### src/hw/lock_seq_regs.svh
// constants for the zero-delay lock sequencer
`ifndef LOCK_SEQ_REGS_SVH
`define LOCK_SEQ_REGS_SVH
// own register indexes on the command port
`define REG_CTRL 5'h00
`define REG_STATUS 5'h01
`define REG_VALID 5'h02
`define REG_PH2_WORD 5'h03
`define TABLE_SEL_BIT 4
// control bits
`define CTRL_START 0
`define CTRL_USE_LOCK 1
`define CTRL_GOE_QUIET 2
`define CTRL_SYNC_END 3
`define CTRL_LOCK_LOW 4
`define CTRL_BITS 5
// device word layout
`define WORD_BITS 32
`define WORD_MSB 31
`define ADDR_MSB 3
`define RESET_BIT 31
`define ZERO_DELAY_BIT 30
`define LOCK_MODE_TWO_BIT 29
`define R0_ADDR 4'h0
`define R15_ADDR 4'hf
`define TABLE_SIZE 16
// timing
`define CLOCK_NS 4
`define CAL_WAIT_NS 2000000
`define LINK_HALF 8'h04
`define SYNC_LOW_CYCLES 16'h0010
`define LAST_BIT 5'h1f
`endif

### src/hw/lock_seq_pkg.sv
// types for the zero-delay lock sequencer
package lock_seq_pkg;
  typedef enum logic [5:0] {
    ST_IDLE = 6'h01,
    ST_LOAD = 6'h02,
    ST_SHIFT = 6'h04,
    ST_LATCH = 6'h08,
    ST_WAIT = 6'h10,
    ST_SYNC = 6'h20
  } seq_state_t;
endpackage : lock_seq_pkg

### src/hw/zero_delay_lock_sequencer.sv
// host sequencer bringing a serially programmed clock conditioner into zero-delay lock
`timescale 1ns/10ps
`include "lock_seq_regs.svh"
module zero_delay_lock_sequencer #(
  parameter int CAL_WAIT_CYCLES = `CAL_WAIT_NS / `CLOCK_NS
) (
  // clock and reset
  input wire logic i_clock,
  input wire logic i_resetn,
  // command port
  input wire logic [4:0] i_addr,
  input wire logic [31:0] i_wdata,
  input wire logic i_wr,
  input wire logic i_rd,
  output logic [31:0] o_rdata,
  // serial link to the device
  output logic o_link_clock,
  output logic o_link_data,
  output logic o_link_le,
  // control pins
  output logic o_global_output_enable_pin,
  output logic o_sync_n,
  input wire logic i_lock_indicator_pin
);
  lock_seq_pkg::seq_state_t state;
  logic rst_meta;
  logic rst_n;
  logic lock_meta;
  logic lock_sync;
  logic [`CTRL_BITS-1:1] cfg;
  logic [`TABLE_SIZE-1:0] valid;
  logic [`WORD_MSB:0] ph2_word;
  logic [`WORD_MSB:0] table_mem [`TABLE_SIZE];
  logic [`WORD_MSB:0] word;
  logic [4:0] idx;
  logic [4:0] bit_cnt;
  logic [1:0] item;
  logic phase;
  logic first;
  logic done;
  logic [7:0] div_cnt;
  logic tick;
  logic [31:0] wait_cnt;
  logic [15:0] sync_cnt;
  logic start_req;
  logic lock_active;
  logic [`WORD_MSB:0] load_word;

  // place address and force the register 0 control bits
  function automatic logic [`WORD_MSB:0] fix_word(input logic [`WORD_MSB:0] w,
                                                   input logic [`ADDR_MSB:0] a,
                                                   input logic zd);
    logic [`WORD_MSB:0] r;
    r = w;
    r[`ADDR_MSB:0] = a;
    if (a == `R0_ADDR) begin
      r[`RESET_BIT] = 1'b0;
      r[`LOCK_MODE_TWO_BIT] = 1'b1;
      r[`ZERO_DELAY_BIT] = zd;
    end
    return r;
  endfunction : fix_word

  always_ff @(posedge i_clock or negedge i_resetn) begin
    if (!i_resetn) begin
      rst_meta <= 1'b0;
      rst_n <= 1'b0;
    end else begin
      rst_meta <= 1'b1;
      rst_n <= rst_meta;
    end
  end

  // lock pin arrives from outside; two flops before use
  always_ff @(posedge i_clock or negedge rst_n) begin
    if (!rst_n) begin
      lock_meta <= 1'b0;
      lock_sync <= 1'b0;
    end else begin
      lock_meta <= i_lock_indicator_pin;
      lock_sync <= lock_meta;
    end
  end

  // selector 3 active high, 4 active low
  assign lock_active = lock_sync ^ cfg[`CTRL_LOCK_LOW];
  assign start_req = i_wr && (i_addr == `REG_CTRL) && i_wdata[`CTRL_START]
                     && (state == lock_seq_pkg::ST_IDLE);
  // phase one table word, shared by the word register and its first data bit
  assign load_word = fix_word(table_mem[idx[`ADDR_MSB:0]], idx[`ADDR_MSB:0], 1'b0);

  // configuration written by software; table holds words chosen by software
  always_ff @(posedge i_clock or negedge rst_n) begin
    if (!rst_n) begin
      cfg <= '0;
      valid <= '0;
      ph2_word <= '0;
    end else if (i_wr && state == lock_seq_pkg::ST_IDLE) begin
      if (i_addr == `REG_CTRL) cfg <= i_wdata[`CTRL_BITS-1:1];
      if (i_addr == `REG_VALID) valid <= i_wdata[`TABLE_SIZE-1:0];
      if (i_addr == `REG_PH2_WORD) ph2_word <= i_wdata;
    end
  end

  // storage has no reset; words are defined by software before start
  always_ff @(posedge i_clock) begin
    if (i_wr && i_addr[`TABLE_SEL_BIT] && state == lock_seq_pkg::ST_IDLE) begin
      table_mem[i_addr[`ADDR_MSB:0]] <= i_wdata;
    end
  end

  always_ff @(posedge i_clock or negedge rst_n) begin
    if (!rst_n) begin
      o_rdata <= '0;
    end else if (i_rd) begin
      if (i_addr[`TABLE_SEL_BIT]) begin
        o_rdata <= table_mem[i_addr[`ADDR_MSB:0]];
      end else begin
        unique case (i_addr)
          `REG_CTRL: o_rdata <= {27'h0000000, cfg, 1'b0};
          `REG_STATUS: o_rdata <= {28'h0000000, lock_active, phase, done,
                                   state != lock_seq_pkg::ST_IDLE};
          `REG_VALID: o_rdata <= {16'h0000, valid};
          `REG_PH2_WORD: o_rdata <= ph2_word;
          default: o_rdata <= '0;
        endcase
      end
    end else begin
      o_rdata <= '0;
    end
  end

  // link clock divider, runs only while a word is on the wire
  always_ff @(posedge i_clock or negedge rst_n) begin
    if (!rst_n) begin
      div_cnt <= '0;
      tick <= 1'b0;
    end else if (state != lock_seq_pkg::ST_SHIFT && state != lock_seq_pkg::ST_LATCH) begin
      div_cnt <= '0;
      tick <= 1'b0;
    end else if (div_cnt == `LINK_HALF - 8'h01) begin
      div_cnt <= '0;
      tick <= 1'b1;
    end else begin
      div_cnt <= div_cnt + 8'h01;
      tick <= 1'b0;
    end
  end

  always_ff @(posedge i_clock or negedge rst_n) begin
    if (!rst_n) begin
      state <= lock_seq_pkg::ST_IDLE;
      word <= '0;
      idx <= '0;
      bit_cnt <= '0;
      item <= '0;
      phase <= 1'b0;
      first <= 1'b0;
      done <= 1'b0;
      wait_cnt <= '0;
      sync_cnt <= '0;
      o_link_clock <= 1'b0;
      o_link_data <= 1'b0;
      o_link_le <= 1'b0;
      o_global_output_enable_pin <= 1'b0;
      o_sync_n <= 1'b1;
    end else begin
      unique case (state)
        lock_seq_pkg::ST_IDLE: begin
          if (start_req) begin
            phase <= 1'b0;
            first <= 1'b1;
            idx <= '0;
            done <= 1'b0;
            o_sync_n <= 1'b1;
            // asynchronous at the device, so only moved between words
            o_global_output_enable_pin <= ~i_wdata[`CTRL_GOE_QUIET];
            state <= lock_seq_pkg::ST_LOAD;
          end
        end
        lock_seq_pkg::ST_LOAD: begin
          o_link_clock <= 1'b0;
          o_link_le <= 1'b0;
          bit_cnt <= '0;
          if (!phase) begin
            if (first) begin
              first <= 1'b0;
              word <= {1'b1, 27'h0000000, `R0_ADDR};
              o_link_data <= 1'b1;
              state <= lock_seq_pkg::ST_SHIFT;
            end else if (idx[4]) begin
              wait_cnt <= '0;
              state <= lock_seq_pkg::ST_WAIT;
            end else begin
              // ascending index keeps register 15 last
              idx <= idx + 5'h01;
              if (valid[idx[`ADDR_MSB:0]]) begin
                word <= load_word;
                o_link_data <= load_word[`WORD_MSB];
                state <= lock_seq_pkg::ST_SHIFT;
              end
            end
          end else begin
            item <= item + 2'h1;
            if (item == 2'h0) begin
              word <= fix_word(table_mem[`R0_ADDR], `R0_ADDR, 1'b1);
              o_link_data <= 1'b0;
              state <= lock_seq_pkg::ST_SHIFT;
            end else if (item == 2'h1) begin
              word <= fix_word(ph2_word, `R15_ADDR, 1'b0);
              o_link_data <= ph2_word[`WORD_MSB];
              state <= lock_seq_pkg::ST_SHIFT;
            end else if (cfg[`CTRL_SYNC_END]) begin
              o_sync_n <= 1'b0;
              sync_cnt <= '0;
              state <= lock_seq_pkg::ST_SYNC;
            end else begin
              done <= 1'b1;
              state <= lock_seq_pkg::ST_IDLE;
            end
          end
        end
        lock_seq_pkg::ST_SHIFT: begin
          if (tick) begin
            if (!o_link_clock) begin
              o_link_clock <= 1'b1;
            end else begin
              o_link_clock <= 1'b0;
              if (bit_cnt == `LAST_BIT) begin
                o_link_le <= 1'b1;
                state <= lock_seq_pkg::ST_LATCH;
              end else begin
                bit_cnt <= bit_cnt + 5'h01;
                word <= {word[`WORD_MSB-1:0], 1'b0};
                o_link_data <= word[`WORD_MSB-1];
              end
            end
          end
        end
        lock_seq_pkg::ST_LATCH: begin
          if (tick) begin
            o_link_le <= 1'b0;
            state <= lock_seq_pkg::ST_LOAD;
          end
        end
        lock_seq_pkg::ST_WAIT: begin
          wait_cnt <= wait_cnt + 32'h1;
          if (cfg[`CTRL_USE_LOCK] ? lock_active
              : (wait_cnt >= 32'(CAL_WAIT_CYCLES - 1))) begin
            phase <= 1'b1;
            item <= '0;
            o_global_output_enable_pin <= 1'b1;
            state <= lock_seq_pkg::ST_LOAD;
          end
        end
        lock_seq_pkg::ST_SYNC: begin
          sync_cnt <= sync_cnt + 16'h0001;
          if (sync_cnt == `SYNC_LOW_CYCLES - 16'h0001) begin
            o_sync_n <= 1'b1;
            done <= 1'b1;
            state <= lock_seq_pkg::ST_IDLE;
          end
        end
        default: state <= lock_seq_pkg::ST_IDLE;
      endcase
    end
  end
endmodule : zero_delay_lock_sequencer

### config.mk
export PLATFORM = sky130hd
export DESIGN_NAME = zero_delay_lock_sequencer
export DESIGN_NICKNAME = d
export VERILOG_FILES = /design/src/hw/lock_seq_pkg.sv /design/src/hw/zero_delay_lock_sequencer.sv
export VERILOG_INCLUDE_DIRS = /design/src /design/src/hw
export SDC_FILE = /design/constraint.sdc
export NUM_CORES = 1
export LEC_CHECK = 0
export BUFFER_PORTS_ARGS = -buffer_cell sky130_fd_sc_hd__buf_2
export CAP_MARGIN = 20
export CORE_ASPECT_RATIO = 1.4
export CORE_UTILIZATION = 24
export DETAILED_ROUTE_END_ITERATION = 8
export HOLD_SLACK_MARGIN = 0.03
export PLACE_DENSITY = 0.38
export SYNTH_ARGS = -nofsm -noshare
export SYNTH_HDL_FRONTEND = slang
export SYNTH_SLANG_ARGS = --single-unit
### constraint.sdc
create_clock -name i_clock -period 17.9 [get_ports i_clock]
set_clock_uncertainty 0.1 [all_clocks]
set_input_delay 1.79 -clock i_clock [delete_from_list [all_inputs] [get_ports i_clock]]
set_output_delay 1.79 -clock i_clock [all_outputs]
set_load 0.02 [all_outputs]
==> summary.md <==
| Metric | Value |
|---|---|
| Status | `complete, no violations` |
| Setup crit start | `i_addr[0]` |
| Die area | `140000 um2` |
| Post-Layout Cell Count | `4032` |
| Setup TNS | `0 ns` |
| Clock Sinks | `714` |
| Slew HR | `31.5%` |
| Yosys cell types | `75` |
| CTS buffer count | `80` |
| Routed vias | `20124` |
| Clk buf depth | `3` |
| Critical Path End Type | `flop` |
| Gr ovfl total | `0` |
| Yosys reg bits | `714` |
| Syn-to-layout area delta | `16.3%` |
| Mapped Nets | `2151` |
| Detailed placement HPWL | `70800 um` |
| Final Max Slew Viols | `0` |
| Post-Synthesis Cells | `2100` |
| Root Driver | `clkbuf_16` |
| Wire length per cell | `28.9 um` |
| Worst path cell trace | `buf_8 > buf_4 > buf_4 > nor2_1 > a311oi_1 > a21oi_1 > and3_1 > a21o_1` |
| Final RePlAce weighted congestion | `0.771` |
| Die Span Y | `443 um` |
| CP max stage cell | `a311oi_1` |
| Initial antenna violation count | `9` |
| Drt drc | `0` |
| Ys Warns | `0` |
| CTS H-tree lvls | `3` |
| Placed cell count | `3883` |
| Cell area after synthesis | `33300 um2` |
| Final setup viols | `0` |
| Fraction of layout cells with a size suffix above 1 | `30.7%` |
| Prevailing post-synth register cell | `edfxtp_1` |
| DIE WIDTH | `317 um` |
| Pleak | `13.2 nW` |
| Power Density | `115 nW/um2` |
| Sequential-to-total area share from yosys stat | `61.3%` |
| CTS hold repair buffers | `0` |
| Critical Path AT | `5.93 ns` |
| Crit-path leading delay family | `buffers and inverters` |
| RSZ-0062 raised after global routing | `no` |
| Vias in the first global route | `21871` |
| Worst-path clk slew | `0.06 ns` |
| Fmax | `0.184 GHz` |
| Worst vdd ir | `0.0000672 V` |
| DRT Pass-1 Iters | `5` |
| DRT iter0 DRCs | `1488` |
| Setup Fix Bufs, Post-CTS | `0` |
| First-pass GRT wire length | `165000 um` |
| IO Pins | `79` |
| Average size of a mapped cell | `15.9 um2` |
| GRT Overall Usage | `16.6%` |
| Startpoint types | `input port` |
| CP required | `18.40 ns` |
| Crit path top cell by count | `buf_4` |
| Worst-Skew Late Latency | `0.67 ns` |
| Reg2reg start | `idx[0]$_DFFE_PN0P_` |
| Hold Fails Final Rpt | `0` |
| Row count | `161` |
| Pin count of the biggest net entering global routing | `72` |
| Crit Path Max Fanout | `71` |
| Fin crit share | `30.3%` |
| Post_cts resized | `0` |
| TritonCTS clock tree | `built` |
| WS Path Type | `in2reg` |
| Routed wire length | `116000 um` |
| Via density | `4.99` |
| Hold Path Class | `reg2async` |
| Async S/R FF share, synth | `28.3%` |
| EDFF count, synth | `512` |
| Synth area leader | `edfxtp_1` |
| Post-DRT Antenna Nets | `0` |
| Initial Util | `24.2%` |
| Nets | `2224` |
| Core area | `138000 um2` |
| CP peak stage delay | `0.94 ns` |
| Port bufs | `78` |
| Synth top area cells | `edfxtp_1 (46%), dfrtp_1 (15%), mux4_2 (12%), mux2_2 (5.3%), mux2i_1 (4.1%)` |
| Min cycle time layout | `5.42 ns` |
| Top cell type's share of synthesized area | `46.1%` |
| Worst-margin pin slew | `1.02 ns` |
| Maxcap violations | `0` |
| CP Buf/Inv Count | `3` |
[flip-flops by register name, summed over array words and instances, names as in the netlist, 2 cells and up]
| register | flops |
|---|---|
| table_mem | 512 |
| o_rdata | 32 |
| ph2_word | 32 |
| wait_cnt | 32 |
| word | 31 |
| sync_cnt | 16 |
| valid | 16 |
| div_cnt | 8 |
| state | 6 |
| bit_cnt | 5 |
| idx | 5 |
| cfg | 4 |
| item | 2 |
[cell usage in the layout, fill, tap and decap left out, types with 10 or more instances in the layout]
cell	instances
or4_1	10
mux4_2	181
nand4_1	15
buf_4	57
and3_1	14
a21oi_1	39
clkinv_1	10
clkinv_2	15
dfrtp_1	196
a22o_1	52
nor2_1	49
inv_1	39
clkbuf_16	83
bufinv_16	14
nor2b_1	11
a32o_1	19
buf_2	75
nand3_1	36
mux2_2	158
edfxtp_1	512
mux2i_1	136
mux2_4	30
nor2_4	15
nand2_1	80
o21ai_0	53
or3_1	15
o31ai_1	61
xor2_1	15
o22ai_1	73
[logic make-up (layout without fill, tap and decap cells)]
kind of cell | Yosys count | after routing | synth area share, %
and+or+nand+nor | 320 | 320 | 5.09
AOI/OAI and AO/OA | 343 | 343 | 7.19
muxes | 505 | 505 | 23.0
DFF | 714 | 714 | 61.3
other | 1 | 2 | 0.0113
xor gates and xnor gates | 24 | 24 | 0.631
buffers and inverters | 184 | 322 | 2.40
adders and majority gates | 9 | 9 | 0.338
[final timing paths]
kind | endpoint | slack [ns] | cells past startpoint
worst min register to register | ph2_word[13]$_DFFE_PN0P_ | 0.25 | 0
max in group asynchronous | idx[0]$_DFFE_PN0P_ | 15.10 | 2
worst max-delay path | o_sync_n$_DFFE_PN1P_ | 12.48 | 8
min in group i_clock | rst_n$_DFF_PN0_ | 0.25 | 0
worst min-delay path | ph2_word[13]$_DFFE_PN0P_ | 0.25 | 0
worst max register to register | word[4]$_DFFE_PN0P_ | 13.51 | 7
[power by group]
group | internal (W) | switching, W | total, W
registers | 0.00188 | 0.0000992 | 0.00198
clock network | 0.00105 | 0.000725 | 0.00178
logic | 0.000296 | 0.000415 | 0.000711
total | 0.00323 | 0.00124 | 0.00447
[cell type report]
class / count / area, um2
Antenna cell: 1 / 2.50
Clock buffer: 91 / 2110
Clock inverter: 56 / 666
Fill cell: 13723 / 98800
Inverter: 39 / 146
Multi-Input combinational cell: 1202 / 12300
Sequential cell: 714 / 20400
Tap cell: 1793 / 2240
Timing Repair Buffer: 136 / 877
[stage by stage]
step | power, W | setup slack (ns) | util, % | hold slack [ns] | instance area (um2)
after floorplan | 0.00244 | 11.76 | - | 0.231 | 33300
after global placement | 0.00273 | 11.64 | 26.1 | 0.238 | 35900
after detailed placement | 0.00274 | 11.66 | 26.1 | 0.236 | 35900
after CTS | 0.00453 | 12.38 | 28.1 | 0.248 | 38700
after global routing | 0.00463 | 11.98 | 28.2 | 0.249 | 38700
final | 0.00447 | 12.48 | 28.2 | 0.247 | 38700
[per-layer routing]
| layer | part of all wire [%] | GRT usage [%] |
|---|---|---|
| met5 | 0.037 | 0 |
| met4 | 2.6 | 5.26 |
| met3 | 4.5 | 2.60 |
| met2 | 53 | 30.1 |
| met1 | 40 | 19.6 |
[synth_stat cells, types with 36 or more instances]
cell,n
a21oi_1,39
a22o_1,52
buf_2,38
clkbuf_1,78
dfrtp_1,200
edfxtp_1,512
inv_1,39
mux2_2,158
mux2i_1,136
mux4_2,181
nand2_1,82
nand3_1,36
nor2_1,65
o21ai_0,53
o22ai_1,73
o31ai_1,61
(Power assumes the default switching activity.)
